File: config.mk
export PLATFORM = sky130hd
export DESIGN_NAME = sdf_core
export DESIGN_NICKNAME = d
export VERILOG_FILES = /design/src/common/sdf_pkg.sv /design/src/rtl/sdf_core.sv
export SDC_FILE = /design/constraint.sdc
export NUM_CORES = 2
export LEC_CHECK = 0
export ABC_AREA = 0
export ABC_CLOCK_PERIOD_IN_PS = 21600
export BUFFER_PORTS_ARGS = -buffer_cell sky130_fd_sc_hd__buf_2
export CAP_MARGIN = 30
export CORE_MARGIN = 5
export CORE_UTILIZATION = 60
export DETAILED_ROUTE_END_ITERATION = 6
export GPL_ROUTABILITY_DRIVEN = 0
export PLACE_DENSITY = 0.86
export SLEW_MARGIN = 5
export SYNTH_ARGS = -nofsm -noshare
export SYNTH_HDL_FRONTEND = slang
export SYNTH_SLANG_ARGS = --single-unit
File: constraint.sdc
create_clock -name CLK -period 21.6 [get_ports CLK]
set_input_delay 1.08 -clock CLK [delete_from_list [all_inputs] [get_ports CLK]]
set_output_delay 1.08 -clock CLK [all_outputs]
set_load 0.02 [all_outputs]
File: src/common/sdf_pkg.sv
/*
  Shared constants, word layout and state codes of the decimator and result-word block.
  Assumes a master clock that also paces the modulator, and a host that reads over a serial port.
*/
//==============================================================
package sdf_pkg;
  localparam int MOD_ACC = 96;
  localparam logic [6:0] MOD_INC_F0 = 7'h06;
  localparam logic [6:0] MOD_INC_F1 = 7'h05;
  localparam int S5_RATIO = 80;
  localparam int S5_ORD = 5;
  localparam int S5_W = 34;
  localparam int S3_ORD = 3;
  localparam int V_W = 26;
  localparam int S3_W = V_W + 27;
  localparam logic [12:0] NORM_MUL = 13'h0a7c;
  localparam int NORM_SH = 20;
  localparam int CODE_W = 24;
  localparam logic signed [V_W-1:0] POS_FS = 26'sh07fffff;
  localparam logic signed [V_W-1:0] NEG_FS = -26'sh0800000;
  localparam logic signed [V_W-1:0] UNI_FS = 26'sh0ffffff;
  localparam int READY_BITS = 8;
  localparam int WORD_BITS = 32;
  localparam int READ_CLKS = READY_BITS + WORD_BITS;
  localparam int FIFO_DEPTH = 8;

  typedef struct packed {
    logic [28:0] payload;
    logic overrange_flag;
    logic [1:0] channel_tag;
  } sdf_word_t;

  typedef enum logic [2:0] {
    ST_IDLE = 3'b001,
    ST_READY = 3'b010,
    ST_SHIFT = 3'b100
  } sdf_state_t;

  // log2 of the third-order ratio; zero means bypassed
  function automatic logic [3:0] rate_shift(input logic [3:0] sel);
    case (sel)
      4'h1: rate_shift = 4'h6;
      4'h2: rate_shift = 4'h7;
      4'h3: rate_shift = 4'h8;
      4'h4: rate_shift = 4'h9;
      4'h8: rate_shift = 4'h0;
      4'h9: rate_shift = 4'h1;
      4'ha: rate_shift = 4'h2;
      4'hb: rate_shift = 4'h3;
      4'hc: rate_shift = 4'h4;
      default: rate_shift = 4'h5;
    endcase
  endfunction
endpackage

File: src/rtl/sdf_core.sv
/*
  Decimation filters, output coding, result FIFO and serial read-out of result words.
  Assumes MOD_BIT and the setup inputs come from logic on CLK; SCLK and CS_B are pins.
*/
`timescale 1ns/1ps
//==============================================================
// result fifo
module sdf_fifo #(
  parameter int W = 32,
  parameter int D = 8
) (
  input wire logic CLK,
  input wire logic RST_B,
  input wire logic in_valid,
  output logic in_ready,
  input wire logic [W-1:0] in_data,
  output logic out_valid,
  input wire logic out_ready,
  output logic [W-1:0] out_data
);
  localparam int AW = $clog2(D);
  logic [W-1:0] mem [D];
  logic [AW-1:0] wp, rp;
  logic [AW:0] cnt;
  logic wr, rd;
  assign in_ready = (cnt != (AW+1)'(D));
  assign out_valid = (cnt != '0);
  assign wr = in_valid & in_ready;
  assign rd = out_valid & out_ready;
  assign out_data = mem[rp];
  always_ff @(posedge CLK) begin
    if (wr) begin
      mem[wp] <= in_data;
    end
  end
  always_ff @(posedge CLK or negedge RST_B) begin
    if (!RST_B) begin
      wp <= '0;
      rp <= '0;
      cnt <= '0;
    end else begin
      if (wr) begin
        wp <= (wp == AW'(D-1)) ? '0 : wp + 1'b1;
      end
      if (rd) begin
        rp <= (rp == AW'(D-1)) ? '0 : rp + 1'b1;
      end
      cnt <= cnt + (AW+1)'(wr) - (AW+1)'(rd);
    end
  end
endmodule

//==============================================================
// top
module sdf_core #(
  parameter bit WIDE_CODE = 1'b1
) (
  input wire logic CLK,
  input wire logic RST_B,
  input wire logic MOD_BIT,
  input wire logic [1:0] CHANNEL,
  input wire logic BIPOLAR,
  input wire logic RATE_FAMILY,
  input wire logic [3:0] RATE_SEL,
  input wire logic SCLK,
  input wire logic CS_B,
  output logic SDO_O,
  output logic SDO_OE,
  output logic [31:0] RESULT_WORD,
  output logic RESULT_VALID,
  output logic FIFO_IN_READY
);
  logic [6:0] acc;
  logic tick, clr;
  logic [1:0] last_chan;
  logic [3:0] last_sel;
  logic last_fam;
  logic [3:0] k;

  //==============================================================
  // modulator pacing, all from CLK
  assign k = sdf_pkg::rate_shift(RATE_SEL);
  assign tick = (acc >= 7'(sdf_pkg::MOD_ACC));
  always_ff @(posedge CLK or negedge RST_B) begin
    if (!RST_B) begin
      acc <= '0;
    end else begin
      // 96/6 or 96/5 cycles per sample: 3840 vs 3200 families
      acc <= (tick ? acc - 7'(sdf_pkg::MOD_ACC) : acc)
        + (RATE_FAMILY ? sdf_pkg::MOD_INC_F1 : sdf_pkg::MOD_INC_F0);
    end
  end

  // stale history from another channel would corrupt the next results
  assign clr = (CHANNEL != last_chan) || (RATE_SEL != last_sel) || (RATE_FAMILY != last_fam);
  always_ff @(posedge CLK or negedge RST_B) begin
    if (!RST_B) begin
      last_chan <= '0;
      last_sel <= '0;
      last_fam <= 1'b0;
    end else begin
      last_chan <= CHANNEL;
      last_sel <= RATE_SEL;
      last_fam <= RATE_FAMILY;
    end
  end

  //==============================================================
  // fifth-order comb cascade, ratio 80
  logic signed [sdf_pkg::S5_W-1:0] i5 [sdf_pkg::S5_ORD+1];
  logic signed [sdf_pkg::S5_W-1:0] c5 [sdf_pkg::S5_ORD+1];
  logic signed [sdf_pkg::S5_W-1:0] d5 [sdf_pkg::S5_ORD];
  logic signed [sdf_pkg::S5_W-1:0] s5_out;
  logic [6:0] n5;
  logic s5_dump, s5_vld;
  assign i5[0] = MOD_BIT ? sdf_pkg::S5_W'(1) : -sdf_pkg::S5_W'(1);
  assign s5_dump = tick && (n5 == 7'(sdf_pkg::S5_RATIO - 1));
  assign c5[0] = i5[sdf_pkg::S5_ORD];
  for (genvar g = 0; g < sdf_pkg::S5_ORD; g++) begin : g_s5
    logic signed [sdf_pkg::S5_W-1:0] integ;
    assign i5[g+1] = integ;
    assign c5[g+1] = c5[g] - d5[g];
    always_ff @(posedge CLK or negedge RST_B) begin
      if (!RST_B) begin
        integ <= '0;
        d5[g] <= '0;
      end else if (clr) begin
        integ <= '0;
        d5[g] <= '0;
      end else begin
        if (tick) begin
          integ <= integ + i5[g];
        end
        if (s5_dump) begin
          d5[g] <= c5[g];
        end
      end
    end
  end
  always_ff @(posedge CLK or negedge RST_B) begin
    if (!RST_B) begin
      n5 <= '0;
      s5_vld <= 1'b0;
      s5_out <= '0;
    end else begin
      s5_vld <= s5_dump && !clr;
      if (clr) begin
        n5 <= '0;
      end else if (tick) begin
        n5 <= s5_dump ? '0 : n5 + 1'b1;
      end
      if (s5_dump) begin
        s5_out <= c5[sdf_pkg::S5_ORD];
      end
    end
  end

  // full-scale gain of 80^5 scaled to 2^23; 13-bit multiplier keeps error near 1e-4
  logic signed [sdf_pkg::S5_W+13:0] prod;
  logic signed [sdf_pkg::V_W-1:0] v;
  assign prod = s5_out * $signed({1'b0, sdf_pkg::NORM_MUL});
  assign v = prod[sdf_pkg::NORM_SH +: sdf_pkg::V_W];

  //==============================================================
  // third-order stage, ratio 2^k
  logic signed [sdf_pkg::S3_W-1:0] i3 [sdf_pkg::S3_ORD+1];
  logic signed [sdf_pkg::S3_W-1:0] c3 [sdf_pkg::S3_ORD+1];
  logic signed [sdf_pkg::S3_W-1:0] d3 [sdf_pkg::S3_ORD];
  logic signed [sdf_pkg::S3_W-1:0] s3_sh;
  logic [8:0] n3;
  logic bypass, s3_dump;
  logic signed [sdf_pkg::V_W-1:0] f;
  logic f_vld;
  assign bypass = (k == 4'h0);
  assign i3[0] = sdf_pkg::S3_W'(v);
  assign s3_dump = s5_vld && !bypass && (n3 == 9'((1 << k) - 1));
  assign c3[0] = i3[sdf_pkg::S3_ORD];
  for (genvar g = 0; g < sdf_pkg::S3_ORD; g++) begin : g_s3
    logic signed [sdf_pkg::S3_W-1:0] integ;
    assign i3[g+1] = integ;
    assign c3[g+1] = c3[g] - d3[g];
    always_ff @(posedge CLK or negedge RST_B) begin
      if (!RST_B) begin
        integ <= '0;
        d3[g] <= '0;
      end else if (clr) begin
        integ <= '0;
        d3[g] <= '0;
      end else begin
        if (s5_vld) begin
          integ <= integ + i3[g];
        end
        if (s3_dump) begin
          d3[g] <= c3[g];
        end
      end
    end
  end
  assign s3_sh = c3[sdf_pkg::S3_ORD] >>> (3 * k);
  always_ff @(posedge CLK or negedge RST_B) begin
    if (!RST_B) begin
      n3 <= '0;
      f <= '0;
      f_vld <= 1'b0;
    end else begin
      f_vld <= !clr && (bypass ? s5_vld : s3_dump);
      if (clr) begin
        n3 <= '0;
      end else if (s5_vld) begin
        n3 <= s3_dump ? '0 : n3 + 1'b1;
      end
      f <= bypass ? v : s3_sh[sdf_pkg::V_W-1:0];
    end
  end

  //==============================================================
  // coding and word packing
  logic signed [sdf_pkg::V_W-1:0] u;
  logic ovr;
  logic [sdf_pkg::CODE_W-1:0] code;
  sdf_pkg::sdf_word_t wd;
  assign u = f <<< 1;
  always_comb begin
    if (BIPOLAR) begin
      ovr = (f > sdf_pkg::POS_FS) || (f < sdf_pkg::NEG_FS);
      code = (f > sdf_pkg::POS_FS) ? sdf_pkg::POS_FS[sdf_pkg::CODE_W-1:0]
           : (f < sdf_pkg::NEG_FS) ? sdf_pkg::NEG_FS[sdf_pkg::CODE_W-1:0]
           : f[sdf_pkg::CODE_W-1:0];
    end else begin
      ovr = (f < 0) || (u > sdf_pkg::UNI_FS);
      code = (f < 0) ? '0 : (u > sdf_pkg::UNI_FS) ? sdf_pkg::UNI_FS[sdf_pkg::CODE_W-1:0]
           : u[sdf_pkg::CODE_W-1:0];
    end
  end
  // 16-bit variant keeps the top of the saturated 24-bit code
  assign wd.payload = WIDE_CODE ? {code, 5'h00} : {code[sdf_pkg::CODE_W-1 -: 16], 13'h0000};
  assign wd.overrange_flag = ovr;
  assign wd.channel_tag = last_chan;

  logic fifo_vld, fifo_rd;
  logic [31:0] fifo_dout;
  always_ff @(posedge CLK or negedge RST_B) begin
    if (!RST_B) begin
      RESULT_WORD <= '0;
      RESULT_VALID <= 1'b0;
    end else begin
      RESULT_VALID <= f_vld;
      if (f_vld) begin
        RESULT_WORD <= wd;
      end
    end
  end

  // a full fifo drops the newest word; FIFO_IN_READY shows it
  sdf_fifo #(.W(sdf_pkg::WORD_BITS), .D(sdf_pkg::FIFO_DEPTH)) u_fifo (
    .CLK(CLK),
    .RST_B(RST_B),
    .in_valid(RESULT_VALID),
    .in_ready(FIFO_IN_READY),
    .in_data(RESULT_WORD),
    .out_valid(fifo_vld),
    .out_ready(fifo_rd),
    .out_data(fifo_dout)
  );

  //==============================================================
  // serial read-out
  logic [2:0] sclk_s, cs_s;
  logic fall;
  sdf_pkg::sdf_state_t st;
  logic [sdf_pkg::READ_CLKS-1:0] sh;
  logic [5:0] bits;
  assign fall = sclk_s[2] && !sclk_s[1] && !cs_s[1];
  assign fifo_rd = (st == sdf_pkg::ST_IDLE);
  assign SDO_O = sh[sdf_pkg::READ_CLKS-1];
  assign SDO_OE = !cs_s[1];
  always_ff @(posedge CLK or negedge RST_B) begin
    if (!RST_B) begin
      sclk_s <= '0;
      cs_s <= 3'h7;
    end else begin
      sclk_s <= {sclk_s[1:0], SCLK};
      cs_s <= {cs_s[1:0], CS_B};
    end
  end
  always_ff @(posedge CLK or negedge RST_B) begin
    if (!RST_B) begin
      st <= sdf_pkg::ST_IDLE;
      sh <= '1;
      bits <= '0;
    end else begin
      unique case (st)
        sdf_pkg::ST_IDLE: begin
          if (fifo_vld) begin
            // leading zeros pull the line low: result ready
            sh <= {{sdf_pkg::READY_BITS{1'b0}}, fifo_dout};
            bits <= '0;
            st <= sdf_pkg::ST_READY;
          end
        end
        sdf_pkg::ST_READY, sdf_pkg::ST_SHIFT: begin
          if (fall) begin
            st <= sdf_pkg::ST_SHIFT;
            bits <= bits + 1'b1;
            sh <= {sh[sdf_pkg::READ_CLKS-2:0], 1'b1};
            if (bits == 6'(sdf_pkg::READ_CLKS - 1)) begin
              sh <= '1;
              st <= sdf_pkg::ST_IDLE;
            end
          end
        end
      endcase
    end
  end
endmodule

# ---- After elaboration in Yosys (flattened, before gate mapping)
# Memory sizes are Yosys's and may differ from the RTL's.
# Cells that the tools add are included.
dict set report word_totals {
  word_cells 176
  ram_bits 216
  register_bits 842
  memories 2
  latch_bits 0
  romBits 64
  input_bits 13
  output_inout_bits 36
}
dict set report classes {
  n_lt_le_gt_ge 5
  n_div 0
  n_eq_ne 14
  n_reduce_logical 23
  multipliers 2
  addsub 26
  n_mux 64
  shift 2
  bitwise_logic 2
}
# name words word_bits read_ports rd_clocked_by_memory_dff write_ports line
set memory_table {}
lappend memory_table {u_fifo.mem 8 27 1 0 1 sdf_core.sv:22} ;# logic [W-1:0] mem [D];
lappend memory_table {{(name not given)} 16 4 1 0 0 sdf_pkg.sv:41} ;# case (sel)
# cell count
set ops {}
lappend ops {{$mux 34} 21}
lappend ops {{$mux 53} 12}
lappend ops {{$add 34x34->34} 5}
lappend ops {{$sub 34x34->34} 5}
lappend ops {{$sub 53x53->53} 3}
lappend ops {{$mux 24} 5}
lappend ops {{$mux 40} 3}
lappend ops {{$add 53x53->53} 2}
lappend ops {{$pmux 40 s2} 1}
lappend ops {{$add 53x26->53} 1}
lappend ops {{$sshr 53x6->26} 1}
lappend ops {{$mul 34x11->44 const B} 1}
lappend ops {{$mux 7} 4}
lappend ops {{$mux 9} 3}
lappend ops {{$gt 26x24->1 const B} 1}
lappend ops {{$gt 26x25->1 const B} 1}
lappend ops {{$lt 26x1->1 const B} 1}
lappend ops {{$lt 26x24->1 const B} 1}
lappend ops {{$mux 26} 1}
lappend ops {{$mux 3} 5}
lappend ops {{$mux 6} 2}
lappend ops {{$pmux 6 s2} 1}
lappend ops {{$add 9x1->9 const B} 1}
lappend ops {{$eq 3x3->1 const B} 3}
lappend ops {{other kinds (34)} 54}

# ---- Depth between registers and ports, before layout
# An unclocked memory read counts as a cell.
dict set report depth {
  ltp_word 8
  depth_mapped 50
  mapped_depth_nobuf 50
}

# ---- Cells and area by module
# A second synthesis with hierarchy kept.
dict set report hier_totals {
  hier_cells 9341
  area_unflattened_um2 83672.7
}
# module seq_area_each_um2 cells_each n_inst area_per_inst_um2
set by_module_without_submodules {}
lappend by_module_without_submodules {sdf_core 20873.8 8915 1 73416.7}
lappend by_module_without_submodules {sdf_fifo 7937.6 426 1 10256.1}

# ---- Worst setup path after synthesis
# No wires, ideal clock.
dict set report synth_path {
  path_type {register to register}
  start {register s5_out[8] (netlist bit)}
  end {register g_s3[0].integ[52] (netlist bit)}
  path_buffers 0
  required_ps 21468
  setup_time_ps 132
  path_stages_with_launch 36
  synth_period_minus_slack_ps 9418
  arrival_time_ps 9287
  setup_slack_ps 12182
  path_cell_list {dfrtp_1 -> fa_1 -> ha_1 -> inv_1 -> fa_1 -> inv_1 -> fa_1 -> inv_1 -> fa_1 -> inv_1 -> ha_1 -> o21ai_0 -> a211oi_1 -> o2111ai_1 -> nand4_1 -> a31o_2 -> a31o_2 -> o221ai_1 -> o21ai_1 -> a211o_1 -> a21oi_1 -> xnor2_1 -> ha_1 -> a221o_1 -> a2111oi_0 -> a21boi_0 -> a311o_1 -> o31a_1 -> o311ai_1 -> a2111oi_0 -> a211o_1 -> o21ai_0 -> xor2_1 -> nand2_1 -> xor2_1 -> nor2_1}
}
dict set report synth_via {
  elab_chain_len 4
}
# element line
set synth_rtl {}
lappend synth_rtl {{from (decl)} sdf_core.sv:113} ;# logic signed [sdf_pkg::S5_W-1:0] s5_out;
lappend synth_rtl {{from (signal assigned)} sdf_core.sv:153} ;# s5_out <= c5[sdf_pkg::S5_ORD];
lappend synth_rtl {{$mul 34x11->44} sdf_core.sv:161} ;# assign prod = s5_out * $signed({1'b0, sdf_pkg::NORM_MUL});
lappend synth_rtl {{$add 53x26->53} sdf_core.sv:191} ;# integ <= integ + i3[g];
lappend synth_rtl {{$mux 53} sdf_core.sv:190} ;# if (s5_vld) begin
lappend synth_rtl {{$mux 53} sdf_core.sv:186} ;# end else if (clr) begin
lappend synth_rtl {{to (signal assigned)} sdf_core.sv:191}
lappend synth_rtl {{to (decl)} sdf_core.sv:179} ;# logic signed [sdf_pkg::S3_W-1:0] integ;
# No other way between the ends. The select of a mux whose other input is x is not followed.
# A chain may end at the register's enable or synchronous reset.

# ---- Worst setup path after layout
dict set report layout_path {
  start {register g_s3[2].integ[1] (netlist bit)}
  end {register f[17] (netlist bit)}
}
dict set report layout_via {
  elab_chain_len 5
}
# element line
set layout_rtl {}
lappend layout_rtl {{from (decl)} sdf_core.sv:179}
lappend layout_rtl {{from (signal assigned)} sdf_core.sv:191}
lappend layout_rtl {{$sub 53x53->53 (3 in series)} sdf_core.sv:181} ;# assign c3[g+1] = c3[g] - d3[g];
lappend layout_rtl {{$sshr 53x6->26} sdf_core.sv:199} ;# assign s3_sh = c3[sdf_pkg::S3_ORD] >>> (3 * k);
lappend layout_rtl {{$mux 26} sdf_core.sv:212} ;# f <= bypass ? v : s3_sh[sdf_pkg::V_W-1:0];
lappend layout_rtl {{to (signal assigned)} sdf_core.sv:212}
lappend layout_rtl {{to (decl)} sdf_core.sv:172} ;# logic signed [sdf_pkg::V_W-1:0] f;
# No other way between the ends.

==> results.yml <==
floorplan:
  die-width_microns: 381
  dieHeight_microns: 381
  die-area_sq_um: 145000
  core-area_sq_um: 137000
  fp-row-count: 136
  ios: 49
  start_util_pct: 60.3
sta:
  hold_violations: 0
  grt_setup_unrepaired: "no"
  finalCriticalPeriod_ns: 10.48
  worst_slew_pin_slew_ns: 1.10
  max_freq_mhz: 95.4
  setup_tns_ns: 0
  slew_headroom_pct: 26.8
  fin_crit_sh_pct: 48.5
  fin_skew_ns: 0.0668
  setup_viol: 0
  drv_slew: 0
run:
  max_cap_viol_count: 0
clocking:
  clk_latency_ns: 0.78
  cts.sinks: 1058
  cts_setup_buffers: 0
  cts_tree: "yes"
  cts_max_level: 3
  hold_buffers: 0
  numCtsBuffers: 115
  cts_resized: 0
  clk_pin_slew_ns: 0.06
  cts_buffer_depth: 3
  clock-root-buffer: "clkbuf_16"
setup_path:
  worstSetupStartpointType: "flop"
  critical-path-max-stage-delay_ns: 0.79
  reg2reg_setup_slack_ns: 11.12
  cp_max_fo: 14
  cp_data_arrival_time_ns: 11.10
  path_class: "flop to flop"
  worstSetupStartpoint: "g_s3[2].integ[1]"
  crit_top_cell: "o21ai_0"
  critical_path.slowest_cell: "xor2_1"
  reg2reg_from: "g_s3[2].integ[1]"
  cp.required_ns: 22.23
  critPathCaptureType: "flop"
final_layout:
  mostFrequentLayoutCell: "nand2_1"
  seq_area_sq_um: 27600
  drive_gt1_share_pct: 6.02
  layout.nets: 10200
  mostFrequentLayoutCells: "nand2_1 (1,277), a21oi_1 (1,038), dfrtp_1 (796), ha_1 (796), inv_1 (719)"
  multi_input_area_sq_um: 51100
  nFillCells: 10300
  syn2layout_area_growth_pct: 7.01
pwr:
  powerDensity_nw_per_um2: 70.7
  p_total_mw: 6.26
  peakVddDrop_v: 0.000168
  power.leakage_nw: 40.9
grt:
  antenna_found_initial: 6
  grt_usage_pct: 28.2
  grt_start_max_net_pins: 192
  grt_pass1_vias: 68800
  grt_overflow: 0
  grt_first_pass_wirelength_microns: 346000
hold_path:
  hold_class: "primary input to async pin"
synthesis:
  synth_edf_count: 216
  ys_ff_latch: 1058
  synth-main-ff-cell: "dfrtp_1"
  synthArstFlopShare_pct: 79.6
  synth_cell_type_count: 107
  yosys_warnings: 0
  syn_avg_cell_area_sq_um: 8.83
  syn-cell-area_sq_um: 82700
  syn-instance-count: 9359
  yosysSeqAreaShare_pct: 33.4
route:
  drt-vias-per-instance: 6.28
  vias: 70000
  drt_iter0_drc: 6968
  wl_per_cell_microns: 19.0
  postRouteAntennaNets: 0
  route.detailed.drc: 6
  wl_microns: 211000
  firstDrtPassIters: 7
outcome:
  outcome: "complete, but fails checks"
  violations: "design-rule violations"
placed_design:
  port_buffers: 43
  hpwl_microns: 149000
==> Yosys cell counts (106+ instances only) <==
| master | count | area, sq um |
|---|---|---|
| nor3_1 | 106 | 531 |
| dfrtp_1 | 799 | 20000 |
| xnor2_1 | 430 | 3770 |
| nand2_1 | 1278 | 4800 |
| a21oi_1 | 1038 | 5190 |
| fa_1 | 181 | 3620 |
| inv_1 | 721 | 2710 |
| nor2_1 | 653 | 2450 |
| ha_1 | 797 | 9970 |
| mux2i_1 | 157 | 1570 |
| xor2_1 | 222 | 1940 |
| o21a_1 | 115 | 863 |
| clkbuf_1 | 309 | 1160 |
| a21o_1 | 316 | 2370 |
| nand3_1 | 137 | 686 |
| edfxtp_1 | 216 | 6490 |
| o21ai_0 | 481 | 2410 |
==> area by class of cell <==
class	count	area share (%)
Sequential cell	1058	31.2
Antenna cell	4	0.0113
Clock inverter	56	0.699
Inverter	724	3.07
Multi-Input combinational cell	7225	57.8
Tap cell	1794	2.54
Timing Repair Buffer	123	1.11
Clock buffer	153	3.57
==> worst max-delay path: cells and delay by family, from the launching register on <==
family / cells / cell delay (ns)
flip-flops: 1 / 0.47
AO/OA/AOI/OAI: 28 / 6.81
adder cells (fa/ha/maj): 3 / 1.03
AND/OR/NAND/NOR: 5 / 0.81
XOR/XNOR: 3 / 1.18
==> metal layers <==
metal	track usage, %	wire [microns]	vias to the layer above
met3	3.82	14600	695
li1	-	-	32600
met1	35.9	84900	33800
met2	48.1	101000	2941
met4	12.9	10100	4
met5	0	23	-
==> registers in the layout (all words and copies together) (netlist names), 2 cells and up <==
| name | count |
|---|---|
| s5_out | 34 |
| st | 3 |
| d3 | 159 |
| g_s3.integ | 159 |
| u_fifo.mem | 216 |
| bits | 6 |
| sh | 40 |
| g_s5.integ | 170 |
| RESULT_WORD | 27 |
| u_fifo.wp | 3 |
| sclk_s | 3 |
| u_fifo.rp | 3 |
| last_sel | 4 |
| d5 | 170 |
| cs_s | 2 |
| last_chan | 2 |
| n5 | 7 |
| n3 | 9 |
| f | 26 |
| u_fifo.cnt | 4 |
| acc | 7 |
==> power by group <==
group,switching (mW),internal (mW),total [mW]
clock,0.864,1.14,2.00
combinational,1.25,0.864,2.11
sequential,0.0394,2.11,2.14
==> logic make-up after synthesis <==
| family | count (synthesis) | synth area share [%] |
|---|---|---|
| DFF | 1058 | 33.4 |
| and+or+nand+nor | 2660 | 14.1 |
| AOI/OAI and AO/OA | 2657 | 19.8 |
| xor gates and xnor gates | 654 | 6.96 |
| other | 1 | 0.00454 |
| buffers and inverters | 1080 | 4.97 |
| adders and majority gates | 978 | 16.4 |
| muxes | 271 | 4.33 |
==> worst paths after layout <==
path	end	cells past startpoint
setup / recovery	f[17]	39
hold / removal	d3[1]	1
setup reg to reg	f[17]	39
hold reg to reg	cs_s[1]	0
max in group asynchronous	g_s5[3].integ[20]	5
min in group CLK	cs_s[1]	0
==> metrics by stage <==
| stage | utilization, % | setup WS [ns] | hold slack (ns) | area [sq um] | std cells |
|---|---|---|---|---|---|
| finish | 64.5 | 11.12 | 0.352 | 88500 | 11100 |
| global route | 64.5 | 10.31 | 0.358 | 88500 | 11100 |
| CTS | 64.4 | 11.36 | 0.364 | 88300 | 11100 |
| detailed placement | 61.6 | 11.50 | 0.336 | 84500 | 10900 |
| global placement | 61.6 | 11.70 | 0.338 | 84500 | 10900 |
| floorplan | - | 12.18 | 0.331 | 82700 | 9363 |
No activity file was read; power rests on OpenSTA's default activity.
